===== config.mk =====
export PLATFORM = sky130hd
export DESIGN_NAME = lvrc_top
export DESIGN_NICKNAME = d
export VERILOG_FILES = /design/src/core/lvrc_pkg.sv /design/src/core/lvrc_qualify.sv /design/src/core/lvrc_top.sv
export SDC_FILE = /design/constraint.sdc
export NUM_CORES = 1
export LEC_CHECK = 0
export BUFFER_PORTS_ARGS = -buffer_cell sky130_fd_sc_hd__buf_2
export CAP_MARGIN = 20
export CORE_ASPECT_RATIO = 0.6
export CORE_MARGIN = 2
export CORE_UTILIZATION = 57
export DETAILED_ROUTE_END_ITERATION = 7
export PLACE_DENSITY_LB_ADDON = 0.12
export SLEW_MARGIN = 15
export SYNTH_ARGS = -nofsm -noshare
export SYNTH_HDL_FRONTEND = slang
export SYNTH_SLANG_ARGS = --single-unit

===== constraint.sdc =====
create_clock -name clk_i -period 2 [get_ports clk_i]
set_clock_uncertainty 0.05 [all_clocks]
set_input_delay 0.1 -clock clk_i [delete_from_list [all_inputs] [get_ports clk_i]]
set_output_delay 0.1 -clock clk_i [all_outputs]
set_load 0.05 [all_outputs]

===== src/core/lvrc_pkg.sv =====
// Constants, field layouts and types shared by the low-voltage reset control block.
package lvrc_pkg;

    localparam int ADDR_W = 8;
    localparam int DATA_W = 8;

    localparam logic [7:0] ADDR_CTRL = 8'h00;
    localparam logic [7:0] ADDR_SRS = 8'h01;
    localparam logic [7:0] ADDR_IRQ_STAT = 8'h02;
    localparam logic [7:0] ADDR_IRQ_MASK = 8'h03;
    localparam logic [7:0] ADDR_MODE = 8'h04;

    localparam int CTRL_SUP_EN_BIT = 0;
    localparam int CTRL_STOP_EN_BIT = 1;
    localparam int CTRL_LVR_EN_BIT = 2;
    localparam int CTRL_THR_SEL_BIT = 3;
    localparam int CTRL_WARN_IE_BIT = 4;
    localparam int CTRL_WARN_FLAG_BIT = 5;
    localparam int CTRL_WARN_ACK_BIT = 6;
    localparam int CTRL_FIELD_W = 5;
    localparam logic [4:0] CTRL_RESET = 5'h05;

    localparam int SRS_POR_BIT = 7;
    localparam int SRS_LVD_BIT = 1;
    localparam logic [7:0] SRS_AFTER_POR = 8'h82;
    localparam logic [7:0] SRS_AFTER_LVD = 8'h02;

    localparam int IRQ_W = 3;
    localparam int IRQ_WARN_BIT = 0;
    localparam int IRQ_DETECT_BIT = 1;
    localparam int IRQ_RECOVER_BIT = 2;
    localparam logic [2:0] IRQ_MASK_RESET = 3'h0;

    localparam int CMP_N = 3;
    localparam int CLK_MHZ = 40;
    localparam int FILTER_NS = 100;
    localparam int FILTER_CYCLES = (FILTER_NS * CLK_MHZ + 999) / 1000;

    typedef struct packed {
        logic warn_ie;
        logic thr_sel;
        logic lvr_en;
        logic stop_en;
        logic sup_en;
    } lvrc_ctrl_type;

    typedef struct packed {
        logic warn_below;
        logic high_below;
        logic low_below;
    } lvrc_cmp_type;

    typedef enum logic [2:0] {
        ST_POR_HOLD = 3'b001,
        ST_RUN = 3'b010,
        ST_LVD_HOLD = 3'b100
    } lvrc_state_type;

    typedef enum logic [2:0] {
        MODE_RUN = 3'b001,
        MODE_RETAIN = 3'b010,
        MODE_DEEP = 3'b100
    } lvrc_mode_type;

endpackage


===== src/core/lvrc_qualify.sv =====
// Comparator qualifier: passes a level only after it has been stable for a set number of cycles.
module lvrc_qualify #(
    parameter int STABLE_CYCLES = lvrc_pkg::FILTER_CYCLES
) (
    input wire logic clk_i,
    input wire logic rst_n_i,
    input wire logic level_i,
    output logic level_o
);

    localparam int CNT_W = $clog2(STABLE_CYCLES + 1);

    logic [CNT_W-1:0] count_r;
    logic level_r;

    if (STABLE_CYCLES < 1)
    begin : g_bad_stable
        $error("lvrc_qualify: STABLE_CYCLES must be at least one");
    end

    // Output starts at "below" so a supply that is still rising keeps reset held.
    always_ff @(posedge clk_i or negedge rst_n_i)
    begin
        if (!rst_n_i)
        begin
            count_r <= '0;
            level_r <= 1'b1;
        end
        else if (level_i == level_r)
        begin
            count_r <= '0;
        end
        else if (count_r == CNT_W'(STABLE_CYCLES - 1))
        begin
            count_r <= '0;
            level_r <= level_i;
        end
        else
        begin
            count_r <= count_r + 1'b1;
        end
    end

    assign level_o = level_r;

endmodule // lvrc_qualify


===== src/core/lvrc_top.sv =====
// Low-voltage reset control: power-on hold, low-voltage reset, warning flag and stop interplay.
module lvrc_top #(
    parameter int STABLE_CYCLES = lvrc_pkg::FILTER_CYCLES
) (
    input wire logic clk_i,
    input wire logic reset_n_i,
    input wire lvrc_pkg::lvrc_cmp_type cmp_i,
    input wire logic stop_req_i,
    input wire logic stop_deep_i,
    input wire logic wake_i,
    input wire logic [lvrc_pkg::ADDR_W-1:0] addr_i,
    input wire logic [lvrc_pkg::DATA_W-1:0] wdata_i,
    input wire logic wr_i,
    input wire logic rd_i,
    output logic [lvrc_pkg::DATA_W-1:0] rdata_o,
    output logic system_reset_o,
    output lvrc_pkg::lvrc_mode_type stop_mode_o,
    output logic supervisor_active_o,
    output logic warning_irq_o,
    output logic irq_o
);

    logic rst_meta_r;
    logic rst_sync_n_r;
    logic rst_n;

    lvrc_pkg::lvrc_cmp_type cmp_q;
    lvrc_pkg::lvrc_ctrl_type ctrl_r;
    lvrc_pkg::lvrc_state_type state_r;
    lvrc_pkg::lvrc_state_type state_nxt;
    lvrc_pkg::lvrc_mode_type mode_r;

    logic [lvrc_pkg::DATA_W-1:0] srs_r;
    logic [lvrc_pkg::DATA_W-1:0] rdata_r;
    logic [lvrc_pkg::IRQ_W-1:0] irq_stat_r;
    logic [lvrc_pkg::IRQ_W-1:0] irq_mask_r;
    logic [lvrc_pkg::IRQ_W-1:0] irq_set;
    logic [lvrc_pkg::IRQ_W-1:0] irq_clr;
    logic system_reset_r;
    logic warn_flag_r;
    logic detect_prev_r;

    logic active;
    logic sel_below;
    logic detect;
    logic warn_set;
    logic warn_ack;
    logic wr_ctrl;
    logic enter_lvd;
    logic leave_lvd;
    logic [lvrc_pkg::DATA_W-1:0] ctrl_view;

    // Release of the external reset is synchronised; assertion stays asynchronous.
    always_ff @(posedge clk_i or negedge reset_n_i)
    begin
        if (!reset_n_i)
        begin
            rst_meta_r <= 1'b0;
            rst_sync_n_r <= 1'b0;
        end
        else
        begin
            rst_meta_r <= 1'b1;
            rst_sync_n_r <= rst_meta_r;
        end
    end

    assign rst_n = rst_sync_n_r;

    // A zero count would pass comparator chatter straight into the reset logic.
    if (STABLE_CYCLES < 1)
    begin : g_bad_stable
        $error("lvrc_top: STABLE_CYCLES must be at least one");
    end

    // Comparator outputs can chatter near a threshold, so each is qualified before use.
    generate
        for (genvar g = 0; g < lvrc_pkg::CMP_N; g++)
        begin : g_qual
            lvrc_qualify #(
                .STABLE_CYCLES(STABLE_CYCLES)
            ) u_qual (
                .clk_i(clk_i),
                .rst_n_i(rst_n),
                .level_i(cmp_i[g]),
                .level_o(cmp_q[g])
            );
        end
    endgenerate

    always_comb
    begin
        active = ctrl_r.sup_en && ((mode_r == lvrc_pkg::MODE_RUN) || ctrl_r.stop_en);
        sel_below = ctrl_r.thr_sel ? cmp_q.high_below : cmp_q.low_below;
        detect = active && sel_below;
        warn_set = active && ctrl_r.warn_ie && cmp_q.warn_below;
        wr_ctrl = wr_i && (addr_i == lvrc_pkg::ADDR_CTRL);
        warn_ack = wr_ctrl && wdata_i[lvrc_pkg::CTRL_WARN_ACK_BIT];
    end

    // Acknowledge is write-only, so it always reads back as zero.
    always_comb
    begin
        ctrl_view = '0;
        ctrl_view[lvrc_pkg::CTRL_FIELD_W-1:0] = ctrl_r;
        ctrl_view[lvrc_pkg::CTRL_WARN_FLAG_BIT] = warn_flag_r;
    end

    // The power-on hold always watches the low threshold; the select bit applies after it.
    always_comb
    begin
        state_nxt = state_r;
        case (state_r)
            lvrc_pkg::ST_POR_HOLD:
            begin
                if (!cmp_q.low_below)
                begin
                    state_nxt = lvrc_pkg::ST_RUN;
                end
            end
            lvrc_pkg::ST_RUN:
            begin
                if (detect && ctrl_r.lvr_en)
                begin
                    state_nxt = lvrc_pkg::ST_LVD_HOLD;
                end
            end
            lvrc_pkg::ST_LVD_HOLD:
            begin
                if (!sel_below)
                begin
                    state_nxt = lvrc_pkg::ST_RUN;
                end
            end
            default:
            begin
                state_nxt = lvrc_pkg::ST_POR_HOLD;
            end
        endcase
    end

    assign enter_lvd = (state_r == lvrc_pkg::ST_RUN) && (state_nxt == lvrc_pkg::ST_LVD_HOLD);
    assign leave_lvd = (state_r == lvrc_pkg::ST_LVD_HOLD) && (state_nxt == lvrc_pkg::ST_RUN);

    always_ff @(posedge clk_i or negedge rst_n)
    begin
        if (!rst_n)
        begin
            state_r <= lvrc_pkg::ST_POR_HOLD;
            system_reset_r <= 1'b1;
        end
        else
        begin
            state_r <= state_nxt;
            system_reset_r <= (state_nxt != lvrc_pkg::ST_RUN);
        end
    end

    // Reset source: power-on loads both flags, a low-voltage reset leaves only its own.
    always_ff @(posedge clk_i or negedge rst_n)
    begin
        if (!rst_n)
        begin
            srs_r <= lvrc_pkg::SRS_AFTER_POR;
        end
        else if (enter_lvd)
        begin
            srs_r <= lvrc_pkg::SRS_AFTER_LVD;
        end
    end

    // Control bits survive a low-voltage reset so the supervisor keeps guarding the recovery.
    always_ff @(posedge clk_i or negedge rst_n)
    begin
        if (!rst_n)
        begin
            ctrl_r <= lvrc_pkg::CTRL_RESET;
        end
        else if (wr_ctrl)
        begin
            ctrl_r <= wdata_i[lvrc_pkg::CTRL_FIELD_W-1:0];
        end
    end

    // Stop mode requests are honoured only while the system runs; wake or any reset exits.
    always_ff @(posedge clk_i or negedge rst_n)
    begin
        if (!rst_n)
        begin
            mode_r <= lvrc_pkg::MODE_RUN;
        end
        else if (state_nxt != lvrc_pkg::ST_RUN)
        begin
            mode_r <= lvrc_pkg::MODE_RUN;
        end
        else if (mode_r == lvrc_pkg::MODE_RUN)
        begin
            if (stop_req_i)
            begin
                if (stop_deep_i && !(ctrl_r.sup_en && ctrl_r.stop_en))
                begin
                    mode_r <= lvrc_pkg::MODE_DEEP;
                end
                else
                begin
                    mode_r <= lvrc_pkg::MODE_RETAIN;
                end
            end
        end
        else if (wake_i)
        begin
            mode_r <= lvrc_pkg::MODE_RUN;
        end
    end

    // A new warning in the acknowledge cycle wins, so no warning is ever lost.
    always_ff @(posedge clk_i or negedge rst_n)
    begin
        if (!rst_n)
        begin
            warn_flag_r <= 1'b0;
        end
        else if (warn_set)
        begin
            warn_flag_r <= 1'b1;
        end
        else if (warn_ack)
        begin
            warn_flag_r <= 1'b0;
        end
    end

    always_ff @(posedge clk_i or negedge rst_n)
    begin
        if (!rst_n)
        begin
            detect_prev_r <= 1'b0;
        end
        else
        begin
            detect_prev_r <= detect;
        end
    end

    // Detect is edge-triggered, so a supply that rests below cannot refill a cleared bit.
    always_comb
    begin
        irq_set = '0;
        irq_set[lvrc_pkg::IRQ_WARN_BIT] = warn_set && !warn_flag_r;
        irq_set[lvrc_pkg::IRQ_DETECT_BIT] = detect && !detect_prev_r && !ctrl_r.lvr_en;
        irq_set[lvrc_pkg::IRQ_RECOVER_BIT] = leave_lvd;
        irq_clr = '0;
        if (wr_i && (addr_i == lvrc_pkg::ADDR_IRQ_STAT))
        begin
            irq_clr = wdata_i[lvrc_pkg::IRQ_W-1:0];
        end
    end

    always_ff @(posedge clk_i or negedge rst_n)
    begin
        if (!rst_n)
        begin
            irq_stat_r <= '0;
        end
        else
        begin
            irq_stat_r <= (irq_stat_r & ~irq_clr) | irq_set;
        end
    end

    always_ff @(posedge clk_i or negedge rst_n)
    begin
        if (!rst_n)
        begin
            irq_mask_r <= lvrc_pkg::IRQ_MASK_RESET;
        end
        else if (wr_i && (addr_i == lvrc_pkg::ADDR_IRQ_MASK))
        begin
            irq_mask_r <= wdata_i[lvrc_pkg::IRQ_W-1:0];
        end
    end

    // Read data stand for exactly the cycle after the strobe; writes to the reset source are ignored.
    always_ff @(posedge clk_i or negedge rst_n)
    begin
        if (!rst_n)
        begin
            rdata_r <= '0;
        end
        else if (rd_i)
        begin
            case (addr_i)
                lvrc_pkg::ADDR_CTRL:
                begin
                    rdata_r <= ctrl_view;
                end
                lvrc_pkg::ADDR_SRS:
                begin
                    rdata_r <= srs_r;
                end
                lvrc_pkg::ADDR_IRQ_STAT:
                begin
                    rdata_r <= {5'h00, irq_stat_r};
                end
                lvrc_pkg::ADDR_IRQ_MASK:
                begin
                    rdata_r <= {5'h00, irq_mask_r};
                end
                lvrc_pkg::ADDR_MODE:
                begin
                    rdata_r <= {5'h00, mode_r};
                end
                default:
                begin
                    rdata_r <= '0;
                end
            endcase
        end
        else
        begin
            rdata_r <= '0;
        end
    end

    assign rdata_o = rdata_r;
    assign system_reset_o = system_reset_r;
    assign stop_mode_o = mode_r;
    assign supervisor_active_o = active;
    assign warning_irq_o = warn_flag_r && ctrl_r.warn_ie;
    assign irq_o = |(irq_stat_r & irq_mask_r);

endmodule // lvrc_top


==> impl_results.md <==
* # setup viols final at 0
* GR peak layer: met2
* Synth Instances at 151
* Syn Nets at 180
* Syn_area_per_cell at 12.5 µm²
* Fill cells at 256
* Die area at 3800 µm²
* # resized after CTS at 0
* Maximum fanout along the worst path at 4
* WL final at 3690 µm
* First-pass GRT wire length at 6280 µm
* GR Layer Usage met1 at 31.8%
* Yosys warning count at 0
* Critical-path top delay cell: dfstp_2
* Cell Rows at 16
* Post-route DRC violation count at 0
* Fin util at 71.3%
* Leak at 1.14 nW
* Final hold viol count at 0
* Critical path type: reg -> out
* Core Region at 3200 µm²
* Worst path cell trace: nor3b_1 > buf_4 > o21a_2 > buf_2
* Die Wd at 78.3 µm
* CTS clock-pin slew for the worst setup and hold paths at 0.08 ns
* CP Capture Type: output pin
* Highest Clock Rate at 529 MHz
* Layout cell share with drive strength beyond 1 at 38.8%
* Tot GR Track Use at 22.0%
* Pin count of the biggest net entering global routing at 28
* CTS max path bufs at 2
* Seq/Total Area, Yosys at 56.3%
* Final Total Pwr at 2.42 mW
* Synth-to-layout area growth at 21.0%
* FFs w/ async S/R, synth at 100%
* Count of different cell masters after synthesis at 43
* CTS Buf Count at 5
* CP max stage delay at 0.57 ns
* Ant. Diodes at 0
* Final min period at 1.89 ns
* Ports at 41
* Fin area at 2280 µm²
* CTS Hold Bufs at 2
* Slew Viols, Final at 0
* Max-slew headroom at 61.3%
* DP Area at 2160 µm²
* Starting density of the core at 58.9%
* DR WL/cell at 15.0 µm
* CTS Root Buffer Type: clkbuf_8
* Buffers on Ports at 37
* GPL Wtd Cong at 0.820
* Status: finished clean
* Worst min-delay path class: in -> reg
* Setup TNS at 0 ns
* Critical Path Start Type: flop
* Antenna violations before repair at 0
* Required time worst endpoint at 1.85 ns
* RSZ-0062 raised after global routing: false
* Pwr dens at 1060 nW/µm²
* Pre-antenna DRT Iters at 4
* Tightest Pin Transition at 0.580 ns
* Die Ht at 48.6 µm
* Hpwl dp at 2840 µm
* Worst EP arrival at 1.74 ns
* Nets at 229
* Vias at 1,348
* Initial DRC count at 87
* Post-CTS setup buffer count at 0
* Vias in the first global route at 1,284
* Max cap viols at 0
* Register bit total from synthesis at 42
* Routed Antenna Nets at 0
* CTS tree: built
* GR met3 Demand/Resource at 6.16%
* Clock Latency Late Sink at 0.29 ns
* Met2 usage at 34.1%
* H-tree depth at 2
* VDD IR max at 0.996 mV
* Mapped Area at 1890 µm²
* Number of flops mapped to enable cells by yosys at 0
* Period Utilization, post-route at 94.5%
* Flop2flop setup slack at 0.29 ns
* TritonCTS Sinks at 42
* Most used DFF post-synth: dfrtp_1
* Gr ovfl total at 0
* Via-per-instance ratio at 5.48
sequential cells by signal (all words and copies together), names as in the netlist, 3 cells and up:
register / cells
ctrl_r: 5
g_qual.u_qual.count_r: 9
g_qual.u_qual.level_o: 3
irq_mask_r: 3
irq_stat_r: 3
rdata_o: 7
state_r: 3
stop_mode_o: 3
Yosys cell counts, types with 2 or more instances:
library cell | n | share of area [%]
nand2b_1 | 3 | 0.99
mux2_1 | 3 | 1.8
mux2_4 | 5 | 4.0
inv_1 | 5 | 0.99
ha_1 | 3 | 2.0
nand3_1 | 10 | 2.7
a32oi_1 | 2 | 0.93
dfstp_2 | 9 | 13
nor2b_1 | 7 | 2.3
conb_1 | 2 | 0.40
mux2_2 | 9 | 5.4
nor2_1 | 6 | 1.2
dfrtp_1 | 33 | 44
o21ai_0 | 2 | 0.53
nor3b_1 | 6 | 2.4
a22o_1 | 2 | 0.93
nor3_1 | 5 | 1.3
a21oi_1 | 4 | 1.1
xnor2_1 | 3 | 1.4
and4_1 | 4 | 1.9
nand2_1 | 6 | 1.2
placed cells by master, fill, tap and decap left out, drive strengths merged, types with 2 or more instances in the layout:
cell type    Yosys  routed
a21oi            4       4
a22o             2       2
a32oi            2       2
and4             4       4
buf              1      41
clkbuf           1       7
conb             2       2
dfrtp           33      33
dfstp            9       9
dlygate4sd3      0       3
ha               3       3
inv              6       6
mux2            17      17
nand2            7       7
nand2b           3       3
nand3           10      10
nor2             7       7
nor2b            7       7
nor3             6       6
nor3b            6       6
o21ai            3       3
xnor2            3       3
worst max-delay path: cells and delay by family (launching register included):
family                 cells  cell delay, ns
AO/OA/AOI/OAI              1            0.15
buffers and inverters      2            0.45
flip-flops                 1            0.57
AND/OR/NAND/NOR            1            0.28
where the power goes:
part           internal (mW)  total, mW  leakage, nW  switching (mW)
clock                  0.278      0.550       0.0482           0.272
sequential              1.05       1.18        0.525           0.131
combinational          0.299      0.691        0.563           0.392
total                   1.63       2.42         1.14           0.795
cell families (layout without fill, tap and decap cells):
| logic type | Yosys count | in the layout | share of synthesized area, % |
|---|---|---|---|
| adder cells (fa/ha/maj) | 3 | 3 | 1.99 |
| other | 2 | 2 | 0.398 |
| AO/OA/AOI/OAI | 20 | 20 | 7.76 |
| AND/OR/NAND/NOR | 56 | 56 | 19.2 |
| flip-flops | 42 | 42 | 56.3 |
| buffers and inverters | 8 | 58 | 1.79 |
| XOR/XNOR | 3 | 3 | 1.39 |
| multiplexers | 17 | 17 | 11.1 |
layer usage:
metal  vias up  routed length (µm)  share of wire [%]
li1        643                   -                  -
met1       659                1780                 48
met2        46                1690                 46
met3         0                 213                5.8
met4         0                   0                  0
met5         -                   0                  0
area by class of cell:
cell class              count  area (µm²)  share of cell area (%)
flip-flops and latches     42        1060                    46.5
multi-input cells         101         792                    34.7
repair buffers             44         258                    11.3
clock buffers               7        86.3                    3.78
well taps                  45        56.3                    2.47
inverters                   6        22.5                   0.987
clock inverters             1        5.00                   0.219
through the flow:
stage | setup slack, ns | hold WS [ns] | cells
5_1_grt | 0.0225 | 0.00552 | 246
3_5_place_dp | 0.104 | -0.164 | 235
6_report | 0.111 | 0.0131 | 246
2_1_floorplan | 0.0543 | -0.246 | 151
4_1_cts | 0.106 | 0.000671 | 245
3_3_place_gp | 0.136 | -0.165 | 235
path summary, 6_finish.rpt:
check	start	end	cells past startpoint
min in group asynchronous	reset_n_i	rst_n	2
setup reg to reg	ctrl_r[3]	stop_mode_o[0]	5
max in group asynchronous	rst_n	g_qual[2].u_qual.level_o	1
hold reg to reg	rst_n	stop_mode_o[2]	0
setup / recovery	stop_mode_o[0]	supervisor_active_o	4
hold / removal	rd_i	rdata_o[7]	3
No activity file was read; power rests on OpenSTA's default activity.
